[config.mk]
export PLATFORM = sky130hd
export DESIGN_NAME = igc_gain_loop
export DESIGN_NICKNAME = d
export VERILOG_FILES = /design/src/rtl/igc_pkg.sv /design/src/rtl/igc_est_if.sv /design/src/rtl/igc_estimator.sv /design/src/rtl/igc_gain_loop.sv
export SDC_FILE = /design/constraint.sdc
export NUM_CORES = 1
export LEC_CHECK = 0
export BUFFER_PORTS_ARGS = -buffer_cell sky130_fd_sc_hd__buf_2
export CAP_MARGIN = 10
export CORE_ASPECT_RATIO = 0.9
export CORE_MARGIN = 5
export CORE_UTILIZATION = 25
export CTS_CLUSTER_DIAMETER = 50
export DETAILED_ROUTE_END_ITERATION = 8
export PLACE_DENSITY = 0.47
export SETUP_SLACK_MARGIN = 0.02
export SLEW_MARGIN = 15
export SYNTH_ARGS = -nofsm -noshare
export SYNTH_HDL_FRONTEND = slang
export SYNTH_SLANG_ARGS = --single-unit
[constraint.sdc]
create_clock -name clk_sys -period 31.2 [get_ports clk_sys]
set_input_delay 3.12 -clock clk_sys [delete_from_list [all_inputs] [get_ports clk_sys]]
set_output_delay 3.12 -clock clk_sys [all_outputs]
set_load 0.05 [all_outputs]
[src/rtl/igc_pkg.sv]
// package of constants and types for the if gain control loop
// assumes one modulator clock domain at 200 MHz; no bus beyond the spi register port
package igc_pkg;
	// ==========================================
	// register map
	localparam logic [7:0] REG_GAIN_HI = 8'h03;
	localparam logic [7:0] REG_GAIN_LO = 8'h04;
	localparam logic [7:0] REG_LOOP_TIME = 8'h05;
	localparam logic [7:0] REG_LOOP_CFG = 8'h06;
	localparam logic [7:0] RESET_BYTE = 8'h00;
	// field positions in the loop configuration byte
	localparam int DGE_BIT = 7;
	localparam int RRC_MSB = 6;
	localparam int RRC_LSB = 4;
	localparam int FAST_BIT = 3;
	localparam int REF_MSB = 2;
	localparam int REF_LSB = 0;
	// ==========================================
	// loop timing
	localparam int LOOP_PERIOD = 60;
	localparam logic [5:0] LOOP_LAST = 6'h3B;
	localparam logic [5:0] RSSI_FULL = 6'h3C;
	localparam int MANUAL_MIN_GAP = 240;
	// ==========================================
	// gain word layout
	localparam int GAIN_W = 16;
	localparam int ATT_MSB = 14;
	localparam logic [14:0] ATT_MAX = 15'h7FFF;
	localparam logic [14:0] ATT_ANALOG_MAX = 15'h3FFF;
	localparam logic [14:0] DGAIN_SPAN = 15'h4000;
	localparam logic [2:0] REF_MAX_CODE = 3'h5;
	// estimate and sample widths
	localparam int SAMP_W = 24;
	localparam int EST_W = 26;
	localparam int OUT_W = 16;
	// full-scale estimate at the clip level, 2x 23-bit magnitude
	localparam logic [25:0] EST_CLIP = 26'h0FFFFFE;
	typedef enum logic [1:0] {
		IGC_MANUAL = 2'b00,
		IGC_AUTO_ANALOG = 2'b01,
		IGC_AUTO_DIGITAL = 2'b10
	} igc_mode_t;
endpackage

[src/rtl/igc_est_if.sv]
// interface carrying level estimates from the estimator to the loop
// assumes both ends share clk_sys
`timescale 1ns/1ps
interface igc_est_if;
	logic [igc_pkg::EST_W-1:0] est_first;
	logic [igc_pkg::EST_W-1:0] est_out;
	logic est_valid;
	modport src (output est_first, output est_out, output est_valid);
	modport dst (input est_first, input est_out, input est_valid);
endinterface

[src/rtl/igc_estimator.sv]
// level estimator: |i| + |q| at first decimation output and digital gain output
// assumes sample strobes are synchronous to clk_sys
`timescale 1ns/1ps
module igc_estimator (
	input wire logic clk_sys,
	input wire logic resetn,
	input wire logic first_valid,
	input wire logic [igc_pkg::SAMP_W-1:0] first_i,
	input wire logic [igc_pkg::SAMP_W-1:0] first_q,
	input wire logic out_valid,
	input wire logic [igc_pkg::SAMP_W-1:0] out_i,
	input wire logic [igc_pkg::SAMP_W-1:0] out_q,
	input wire logic loop_tick,
	igc_est_if.src est
);
	typedef struct packed {
		logic [igc_pkg::EST_W-1:0] pk_first;
		logic [igc_pkg::EST_W-1:0] pk_out;
		logic [igc_pkg::EST_W-1:0] first;
		logic [igc_pkg::EST_W-1:0] outv;
		logic valid;
	} igc_est_state_t;
	igc_est_state_t s_q, s_d;

	// ==========================================
	// magnitude helper
	function automatic logic [igc_pkg::EST_W-1:0] mag_sum(
		input logic [igc_pkg::SAMP_W-1:0] i,
		input logic [igc_pkg::SAMP_W-1:0] q);
		logic [igc_pkg::SAMP_W-1:0] ai;
		logic [igc_pkg::SAMP_W-1:0] aq;
		ai = i[igc_pkg::SAMP_W-1] ? -i : i;
		aq = q[igc_pkg::SAMP_W-1] ? -q : q;
		mag_sum = {2'b00, ai} + {2'b00, aq};
	endfunction

	// peak hold over one loop period, handed over on the tick
	always_comb begin
		s_d = s_q;
		s_d.valid = 1'b0;
		if (first_valid && mag_sum(first_i, first_q) > s_q.pk_first) begin
			s_d.pk_first = mag_sum(first_i, first_q);
		end
		if (out_valid && mag_sum(out_i, out_q) > s_q.pk_out) begin
			s_d.pk_out = mag_sum(out_i, out_q);
		end
		if (loop_tick) begin
			s_d.first = s_d.pk_first;
			s_d.outv = s_d.pk_out;
			s_d.pk_first = '0;
			s_d.pk_out = '0;
			s_d.valid = 1'b1;
		end
	end

	always_ff @(posedge clk_sys or negedge resetn) begin
		if (!resetn) begin
			s_q <= '0;
		end else begin
			s_q <= s_d;
		end
	end

	assign est.est_first = s_q.first;
	assign est.est_out = s_q.outv;
	assign est.est_valid = s_q.valid;
endmodule

[src/rtl/igc_gain_loop.sv]
// top of the if gain control loop: spi-written registers, loop, gain outputs
// assumes spi write strobes and sample strobes are on clk_sys; reset events too
`timescale 1ns/1ps

// Contract
// - reference code zero selects manual gain following the written gain word
// - gain word msb switches the fixed 16 dB mixer attenuator
// - lower 15 bits set attenuation; 14 effective without digital gain
// - analog gain drives an 8-bit control dac on the gain pin
// - 6-bit linear strength, updated every 60 clocks, 60 is full scale
// - automatic loop recomputes gain and state every 60 clocks
// - codes 1 to 5 pick targets 3 to 15 dB below clip
// - digital gain kept largest while output estimate stays under reference
// - level estimate is |i|+|q| at first decimation and digital gain output
// - frame carries overload and reset counts plus top 8 gain bits
// - attenuation report equals top eight bits of the gain word
// - above reference, attenuation rises by error scaled by attack code
// - below reference, attenuation falls by error scaled by attack minus decay
// - without digital gain, only analog gain from first-stage estimate
// - attack code sets bandwidth, sqrt two per step, scales with clock; the loop doubles its step per attack code step
// - decay code stretches decay by two to the half code; the loop halves its decay step per decay code step
// - each converter reset adds attenuation weighted by doubling code
// - fast acquire lowers dac source resistance by ten or more
// - digital gain from larger estimate, range 1 to 4
// - gain 4 drops two top bits; gain 1 takes top sixteen
// - at digital gain 1, further rise raises analog attenuation
// - digital gain stage active only when its enable bit is one
module igc_gain_loop (
	input wire logic clk_sys,
	input wire logic resetn,
	input wire logic reg_wr,
	input wire logic [7:0] reg_addr,
	input wire logic [7:0] reg_wdata,
	output logic [7:0] reg_rdata,
	input wire logic first_valid,
	input wire logic [igc_pkg::SAMP_W-1:0] first_i,
	input wire logic [igc_pkg::SAMP_W-1:0] first_q,
	input wire logic last_valid,
	input wire logic [igc_pkg::SAMP_W-1:0] last_i,
	input wire logic [igc_pkg::SAMP_W-1:0] last_q,
	input wire logic overload_evt,
	input wire logic conv_reset_evt,
	input wire logic frame_strobe,
	output logic [igc_pkg::OUT_W-1:0] out_i,
	output logic [igc_pkg::OUT_W-1:0] out_q,
	output logic out_valid,
	output logic [7:0] gain_dac_code,
	output logic mixer_atten_en,
	output logic fast_acquire_bit,
	output logic [5:0] rssi_field,
	output logic [7:0] atten_report_field,
	output logic [7:0] overload_count,
	output logic [7:0] conv_reset_count
);
	typedef struct packed {
		logic [15:0] gain_word;
		logic [3:0] attack_code;
		logic [3:0] decay_code;
		logic digital_gain_enable;
		logic [2:0] reset_response_code;
		logic fast;
		logic [2:0] ref_level_code;
		logic [5:0] div;
		logic tick;
		logic [1:0] dgain_sh;
		logic [7:0] rdata;
		logic [15:0] oi;
		logic [15:0] oq;
		logic ov;
		logic [7:0] dac;
		logic mix;
		logic [5:0] rssi;
		logic [7:0] att_rep;
		logic [7:0] ovl_cnt;
		logic [7:0] rst_cnt;
		logic [7:0] ovl_acc;
		logic [7:0] rst_acc;
		logic [7:0] rst_pend;
	} igc_top_state_t;
	igc_top_state_t s_q, s_d;

	logic [igc_pkg::SAMP_W-1:0] dg_i;
	logic [igc_pkg::SAMP_W-1:0] dg_q;
	igc_est_if est_bus ();

	// ==========================================
	// helpers
	// target level for a reference code, clip estimate scaled by 3 dB steps
	function automatic logic [igc_pkg::EST_W-1:0] ref_target(input logic [2:0] code);
		logic [igc_pkg::EST_W-1:0] c;
		c = igc_pkg::EST_CLIP;
		unique case (code)
			3'h1: ref_target = c - (c >> 2) - (c >> 5); // about -3 dB
			3'h2: ref_target = c >> 1;
			3'h3: ref_target = (c >> 2) + (c >> 3) - (c >> 6);
			3'h4: ref_target = c >> 2;
			3'h5: ref_target = (c >> 3) + (c >> 4) - (c >> 7);
			default: ref_target = c >> 3; // reserved codes, no promised level
		endcase
	endfunction

	// proportional step: error shifted by a gain code, bigger code bigger step
	function automatic logic [14:0] prop_step(
		input logic [igc_pkg::EST_W-1:0] err,
		input logic [4:0] k);
		logic [igc_pkg::EST_W-1:0] sh;
		sh = err >> (5'h18 - {1'b0, k[3:0]});
		prop_step = (sh > {11'h000, igc_pkg::ATT_MAX}) ? igc_pkg::ATT_MAX : sh[14:0];
	endfunction

	// saturating attenuation add, clamped to a limit
	function automatic logic [14:0] sat_add(input logic [14:0] a, input logic [14:0] b,
		input logic [14:0] lim);
		logic [15:0] t;
		t = {1'b0, a} + {1'b0, b};
		sat_add = (t > {1'b0, lim}) ? lim : t[14:0];
	endfunction

	// operating mode from the reference code and the digital gain enable
	function automatic igc_pkg::igc_mode_t loop_mode(input logic [2:0] code, input logic dge);
		if (code == 3'h0) begin
			loop_mode = igc_pkg::IGC_MANUAL;
		end else if (dge) begin
			loop_mode = igc_pkg::IGC_AUTO_DIGITAL;
		end else begin
			loop_mode = igc_pkg::IGC_AUTO_ANALOG;
		end
	endfunction

	// level steered on: larger estimate only while the digital stage is in use
	function automatic logic [igc_pkg::EST_W-1:0] pick_level(input logic dge,
		input logic [igc_pkg::EST_W-1:0] first, input logic [igc_pkg::EST_W-1:0] outv);
		if (dge && outv > first) begin
			pick_level = outv;
		end else begin
			pick_level = first;
		end
	endfunction

	// linear strength, 60 at the clip estimate; the 1/16 trim avoids a divider
	function automatic logic [5:0] rssi_code(input logic [igc_pkg::EST_W-1:0] lvl);
		logic [5:0] top;
		top = lvl[igc_pkg::SAMP_W-1 -: 6];
		if (lvl > igc_pkg::EST_CLIP) begin
			rssi_code = igc_pkg::RSSI_FULL;
		end else begin
			rssi_code = top - {4'h0, top[5:4]};
		end
	endfunction

	igc_estimator u_est (
		.clk_sys(clk_sys),
		.resetn(resetn),
		.first_valid(first_valid),
		.first_i(first_i),
		.first_q(first_q),
		.out_valid(last_valid),
		.out_i(dg_i),
		.out_q(dg_q),
		.loop_tick(s_q.tick),
		.est(est_bus.src)
	);

	// digital gain applied before the output estimate; shift 2 is gain 4
	assign dg_i = last_i << s_q.dgain_sh;
	assign dg_q = last_q << s_q.dgain_sh;

	// ==========================================
	// next state
	always_comb begin
		logic [igc_pkg::EST_W-1:0] lvl;
		logic [igc_pkg::EST_W-1:0] tgt;
		logic [14:0] att;
		logic [14:0] lim;
		logic [4:0] kd;
		logic [7:0] rw;
		igc_pkg::igc_mode_t mode;
		mode = igc_pkg::IGC_MANUAL;
		lvl = '0;
		tgt = '0;
		att = '0;
		lim = '0;
		kd = '0;
		rw = '0;
		s_d = s_q;
		// spi writes; the host paces gain writes in manual mode
		if (reg_wr) begin
			unique case (reg_addr)
				igc_pkg::REG_GAIN_HI: s_d.gain_word[15:8] = reg_wdata;
				igc_pkg::REG_GAIN_LO: s_d.gain_word[7:0] = reg_wdata;
				igc_pkg::REG_LOOP_TIME: begin
					s_d.attack_code = reg_wdata[7:4];
					s_d.decay_code = reg_wdata[3:0];
				end
				igc_pkg::REG_LOOP_CFG: begin
					s_d.digital_gain_enable = reg_wdata[igc_pkg::DGE_BIT];
					s_d.reset_response_code = reg_wdata[igc_pkg::RRC_MSB:igc_pkg::RRC_LSB];
					s_d.fast = reg_wdata[igc_pkg::FAST_BIT];
					s_d.ref_level_code = reg_wdata[igc_pkg::REF_MSB:igc_pkg::REF_LSB];
				end
				default: ;
			endcase
		end
		// readback mux, unmapped addresses read zero
		unique case (reg_addr)
			igc_pkg::REG_GAIN_HI: s_d.rdata = s_q.gain_word[15:8];
			igc_pkg::REG_GAIN_LO: s_d.rdata = s_q.gain_word[7:0];
			igc_pkg::REG_LOOP_TIME: s_d.rdata = {s_q.attack_code, s_q.decay_code};
			igc_pkg::REG_LOOP_CFG: s_d.rdata = {s_q.digital_gain_enable,
				s_q.reset_response_code, s_q.fast, s_q.ref_level_code};
			default: s_d.rdata = igc_pkg::RESET_BYTE;
		endcase
		// loop divider: one tick per 60 clocks
		s_d.tick = (s_q.div == igc_pkg::LOOP_LAST);
		s_d.div = s_d.tick ? 6'h00 : s_q.div + 6'h01;
		// converter resets accumulate weight, doubling per code step
		if (conv_reset_evt) begin
			rw = 8'h01 << s_q.reset_response_code;
			s_d.rst_pend = (s_q.rst_pend > (8'hFF - rw)) ? 8'hFF : s_q.rst_pend + rw;
		end
		// automatic loop update on the estimate strobe one clock after the tick; manual mode leaves the written word alone
		mode = loop_mode(s_q.ref_level_code, s_q.digital_gain_enable);
		if (est_bus.est_valid && mode != igc_pkg::IGC_MANUAL) begin
			tgt = ref_target(s_q.ref_level_code);
			att = s_q.gain_word[14:0];
			lim = (mode == igc_pkg::IGC_AUTO_DIGITAL) ? igc_pkg::ATT_MAX :
				igc_pkg::ATT_ANALOG_MAX;
			// larger of both estimates with digital gain, first stage only without
			lvl = pick_level(s_q.digital_gain_enable, est_bus.est_first,
				est_bus.est_out);
			kd = {1'b0, s_q.attack_code} - {1'b0, s_q.decay_code};
			if (lvl > tgt) begin
				att = sat_add(att, prop_step(lvl - tgt, {1'b0, s_q.attack_code}), lim);
			end else if (!kd[4]) begin
				att = att - ((prop_step(tgt - lvl, kd) > att) ? att : prop_step(tgt - lvl, kd));
			end
			att = sat_add(att, {7'h00, s_q.rst_pend}, lim);
			s_d.rst_pend = conv_reset_evt ? rw : 8'h00;
			s_d.gain_word[14:0] = att;
		end
		// gain word split: msb to mixer, digital range below analog range
		s_d.mix = s_d.gain_word[15];
		if (s_d.digital_gain_enable) begin
			// low half of range is digital gain 4..1, upper half analog
			if (s_d.gain_word[14:0] < igc_pkg::DGAIN_SPAN) begin
				s_d.dgain_sh = 2'h2 - s_d.gain_word[13:12];
				s_d.dac = 8'h00;
			end else begin
				s_d.dgain_sh = 2'h0;
				s_d.dac = s_d.gain_word[13:6];
			end
		end else begin
			s_d.dgain_sh = 2'h0;
			s_d.dac = s_d.gain_word[13:6];
		end
		if (s_d.dgain_sh == 2'h3) begin
			s_d.dgain_sh = 2'h0;
		end
		// rssi: estimate scaled so 60 is full scale at current attenuation
		// same level as the loop, so strength stays flat while the loop tracks
		if (est_bus.est_valid) begin
			lvl = pick_level(s_q.digital_gain_enable, est_bus.est_first,
				est_bus.est_out);
			s_d.rssi = rssi_code(lvl);
		end
		// output word: gain 4 drops two msbs, gain 1 takes top sixteen
		s_d.ov = last_valid;
		if (last_valid) begin
			s_d.oi = dg_i[23:8];
			s_d.oq = dg_q[23:8];
		end
		// event counts per frame, latched with the frame strobe
		s_d.ovl_acc = s_q.ovl_acc + {7'h00, overload_evt & (s_q.ovl_acc != 8'hFF)};
		s_d.rst_acc = s_q.rst_acc + {7'h00, conv_reset_evt & (s_q.rst_acc != 8'hFF)};
		if (frame_strobe) begin
			s_d.ovl_cnt = s_d.ovl_acc;
			s_d.rst_cnt = s_d.rst_acc;
			s_d.ovl_acc = 8'h00;
			s_d.rst_acc = 8'h00;
		end
		s_d.att_rep = s_d.gain_word[15:8];
	end

	// ==========================================
	// state register
	always_ff @(posedge clk_sys or negedge resetn) begin
		if (!resetn) begin
			s_q <= '0;
		end else begin
			s_q <= s_d;
		end
	end

	// manual mode simply leaves the written word untouched
	assign reg_rdata = s_q.rdata;
	assign out_i = s_q.oi;
	assign out_q = s_q.oq;
	assign out_valid = s_q.ov;
	assign gain_dac_code = s_q.dac;
	assign mixer_atten_en = s_q.mix;
	assign fast_acquire_bit = s_q.fast;
	assign rssi_field = s_q.rssi;
	assign atten_report_field = s_q.att_rep;
	assign overload_count = s_q.ovl_cnt;
	assign conv_reset_count = s_q.rst_cnt;
endmodule

==> impl_metrics.csv <==
group,metric,value,unit
route,wl_per_cell,18.7,microns
route,dr.pass1.iters,8,
logic_synthesis,synth_seq_cells,241,
sta,rsz0062_at_grt,"no",
sta,setup_violations,0,
sta,fin_skew,0.0348,ns
grt,antenna_found_initial,1,
floorplanning,die_h,319,microns
route,wirelength,87400,microns
clocking,ctsResizeCount,0,
clocking,cts_setup_buffers,0,
sta,setup-tns-final,0,ns
power_and_ir_drop,p_per_area,65.8,nW/um^2
logic_synthesis,ys_top_cells_by_count,"286 x nor2_1, 253 x ha_1, 251 x a21oi_1",
clocking,cts.path.max_buffers,3,
logic_synthesis,synth_edf_count,0,
placed_design,gp_congestion,0.919,
power_and_ir_drop,p_leak,0.0140,uW
cells_and_area,num_antenna_cells,0,
floorplanning,chipWidth,353,microns
logic_synthesis,synth_flop_cell,"dfrtp_1",
power_and_ir_drop,ir_drop,0.0416,mV
logic_synthesis,yosysMostFrequentCell,"nor2_1",
job,maxCapViolations,0,
grt,grt_pass1_wl,137000,microns
power_and_ir_drop,p_clk_share,27.6,%
sta,slew_violations,0,
cells_and_area,area.growth.synth_to_final,13.5,%
sta,hold_viol_final,0,
clocking,cts_buffers,47,
status,status,"complete, no violations",
clocking,cts.sinks,241,
worst_setup_path,crit_fanout,16,
floorplanning,ios,201,
worst_setup_path,critPathSlowestCell,"nor2_1",
worst_setup_path,setup.worst_path.class,"flip-flop to flip-flop",
worst_setup_path,cp-end-kind,"flip-flop",
floorplanning,core,105000,sq um
route,drtAntennaViolNets,0,
logic_synthesis,ys_async_sr_fraction,100,%
route,routed_via_density,5.07,
logic_synthesis,yosys.area.top_type,"dfrtp_1",
logic_synthesis,synth_top_area_share,22.7,%
power_and_ir_drop,power,1980,uW
cells_and_area,layout.area.seq,6040,sq um
worst_setup_path,required,31.61,ns
min_path,min_path_type,"flip-flop to flip-flop",
logic_synthesis,synth_nets,3586,
cells_and_area,drive_above_1_share,14.2,%
clocking,holdBufCountCts,0,
sta,fmax,61.6,MHz
power_and_ir_drop,power_frac_seq,19.7,%
sta,setup_ws,14.95,ns
sta,maxSlewHeadroom,22.8,%
power_and_ir_drop,netSwitchingFraction,43.9,%
floorplanning,rows,113,
floorplanning,die_area,113000,sq um
clocking,clk_pin_slew_worst_paths,0.05,ns
sta,period_needed,16.25,ns
logic_synthesis,ys_types,94,
min_path,hold_depth,1,
sta,period_share,52.1,%
clocking,cts_tree,"built",
clocking,htree_levels,2,
worst_setup_path,r2r_cells,63,
power_and_ir_drop,p_int,1110,uW
route,first_iter_violations,1825,
route,route.detailed.drc,0,
clocking,cts-root-buf,"clkbuf_16",
cells_and_area,nFillCells,11400,
grt,grt_util_all_layers,15.0,%
cells_and_area,multiInputGateArea,18600,sq um
placed_design,io_buffers,200,
logic_synthesis,synth_area_leaders,"dfrtp_1 23%, ha_1 12%, mux2i_1 6.8%",
logic_synthesis,synth_area_per_cell,8.29,sq um
grt,grt_pass1_vias,23200,
logic_synthesis,syn-instance-count,3203,
power_and_ir_drop,p_sw,871,uW
grt,grt_max_degree,142,
route,num_vias,23700,
worst_setup_path,crit_arrival,16.66,ns
logic_synthesis,synth_area,26500,sq um
placed_design,place_worst_setup_slack,15.21,ns
sta,tightestPinTransition,1.15,ns
logic_synthesis,ys_seq_area_share,22.7,%
power_and_ir_drop,combPwrFrac,52.8,%
floorplanning,initial_core_util,25.2,%
grt,overflow,0,
logic_synthesis,ys_warn_count,0,
placed_design,place_hpwl,69000,microns
clocking,clock_latency,0.59,ns
worst_setup_path,critPathMaxStageDelay,0.76,ns
worst_setup_path,setup.worst_path.start_class,"flip-flop",
cells_and_area,finalNetCount,3646,
worst_setup_path,cp_common_cell,"nor2_1",
==> kinds of logic after synthesis <==
kind of cell / count (synthesis) / synth area share (%)
simple gates: 922 / 16.9
compound gates: 845 / 21.0
buf+inv: 435 / 7.34
mux: 280 / 12.3
fa+ha+maj: 263 / 12.7
flops: 241 / 22.7
xor+xnor: 217 / 7.16
==> power by group through the flow <==
| stage | clock network, uW | logic [uW] | registers (uW) |
|---|---|---|---|
| final | 547 | 1050 | 390 |
| after detailed placement | 0 | 1040 | 395 |
| after floorplan | 0 | 769 | 385 |
| after CTS | 563 | 1050 | 391 |
| after global placement | 0 | 1040 | 395 |
| after global routing | 576 | 1170 | 396 |
==> flip-flops by register name, summed over array words and instances, names as in the netlist <==
name / flops
out_q: 16
u_est.est.est_valid: 1
out_i: 16
reg_rdata: 8
u_est.s_q: 52
fast_acquire_bit: 1
rssi_field: 6
conv_reset_count: 8
overload_count: 8
atten_report_field: 7
out_valid: 1
s_q: 57
u_est.est.est_out: 26
gain_dac_code: 8
u_est.est.est_first: 26
==> routing by layer <==
metal	track usage, %	wire, microns	part of all wire (%)
met4	4.32	2340	2.7
met1	21.1	41600	48
met2	23.9	38900	44
met5	0	0	0
met3	2.21	4620	5.3
==> final timing paths <==
kind | start | end | slack, ns
worst max-delay path | u_est.est.est_first[5] | s_q[136] | 14.95
worst min-delay path | rssi_field[5] | rssi_field[5] | 0.49
worst max register to register | u_est.est.est_first[5] | s_q[136] | 14.95
worst min register to register | rssi_field[5] | rssi_field[5] | 0.49
max in group asynchronous | resetn | u_est.est.est_out[19] | 27.16
min in group asynchronous | resetn | reg_rdata[4] | 2.60
==> critical path, delay by kind of cell (launching register included) <==
kind                       cells  cell delay [ns]
buffers and inverters          3             0.54
adders and majority gates      8             2.35
and+or+nand+nor               19             4.31
muxes                          2             1.04
xor gates and xnor gates       2             0.21
DFF                            1             0.36
AOI/OAI and AO/OA             29             7.27
==> per-stage QoR <==
stage               cells  hold slack (ns)  utilization [%]  area [sq um]
floorplan            3203            0.352                -         26500
global placement     4594            0.485             27.0         28400
detailed placement   4594            0.491             27.0         28400
CTS                  4682            0.501             28.6         30100
global route         4682            0.514             28.6         30100
finish               4682            0.492             28.6         30100
==> cell type report <==
cell class,count,share of cell area (%)
Tap cell,1380,5.73
Clock buffer,55,4.31
Clock inverter,33,1.35
Timing Repair Buffer,235,4.27
Multi-Input combinational cell,2527,61.7
Inverter,211,2.63
Sequential cell,241,20.0
==> cells in the final DEF, fill, tap and decap left out, drive strengths merged, types with 14 or more instances in the layout <==
cell    instances
and2           17
nand2         227
clkbuf         55
o21a           47
and3           31
mux2i         181
nor4           31
or2            14
nor2b          38
or4            16
buf           235
a31oi          39
mux2           70
dfrtp         241
nor3           51
mux4           29
ha            253
a21oi         252
nand4          36
xnor2         165
xor2           52
nand2b         26
o21bai         26
a211oi         33
nand3          59
o211ai         24
o31ai          34
or3            47
o21ai         159
nor2          286
a21o           58
nor3b          14
inv           227
a22oi          14
Power figures use the tool's default switching activity.
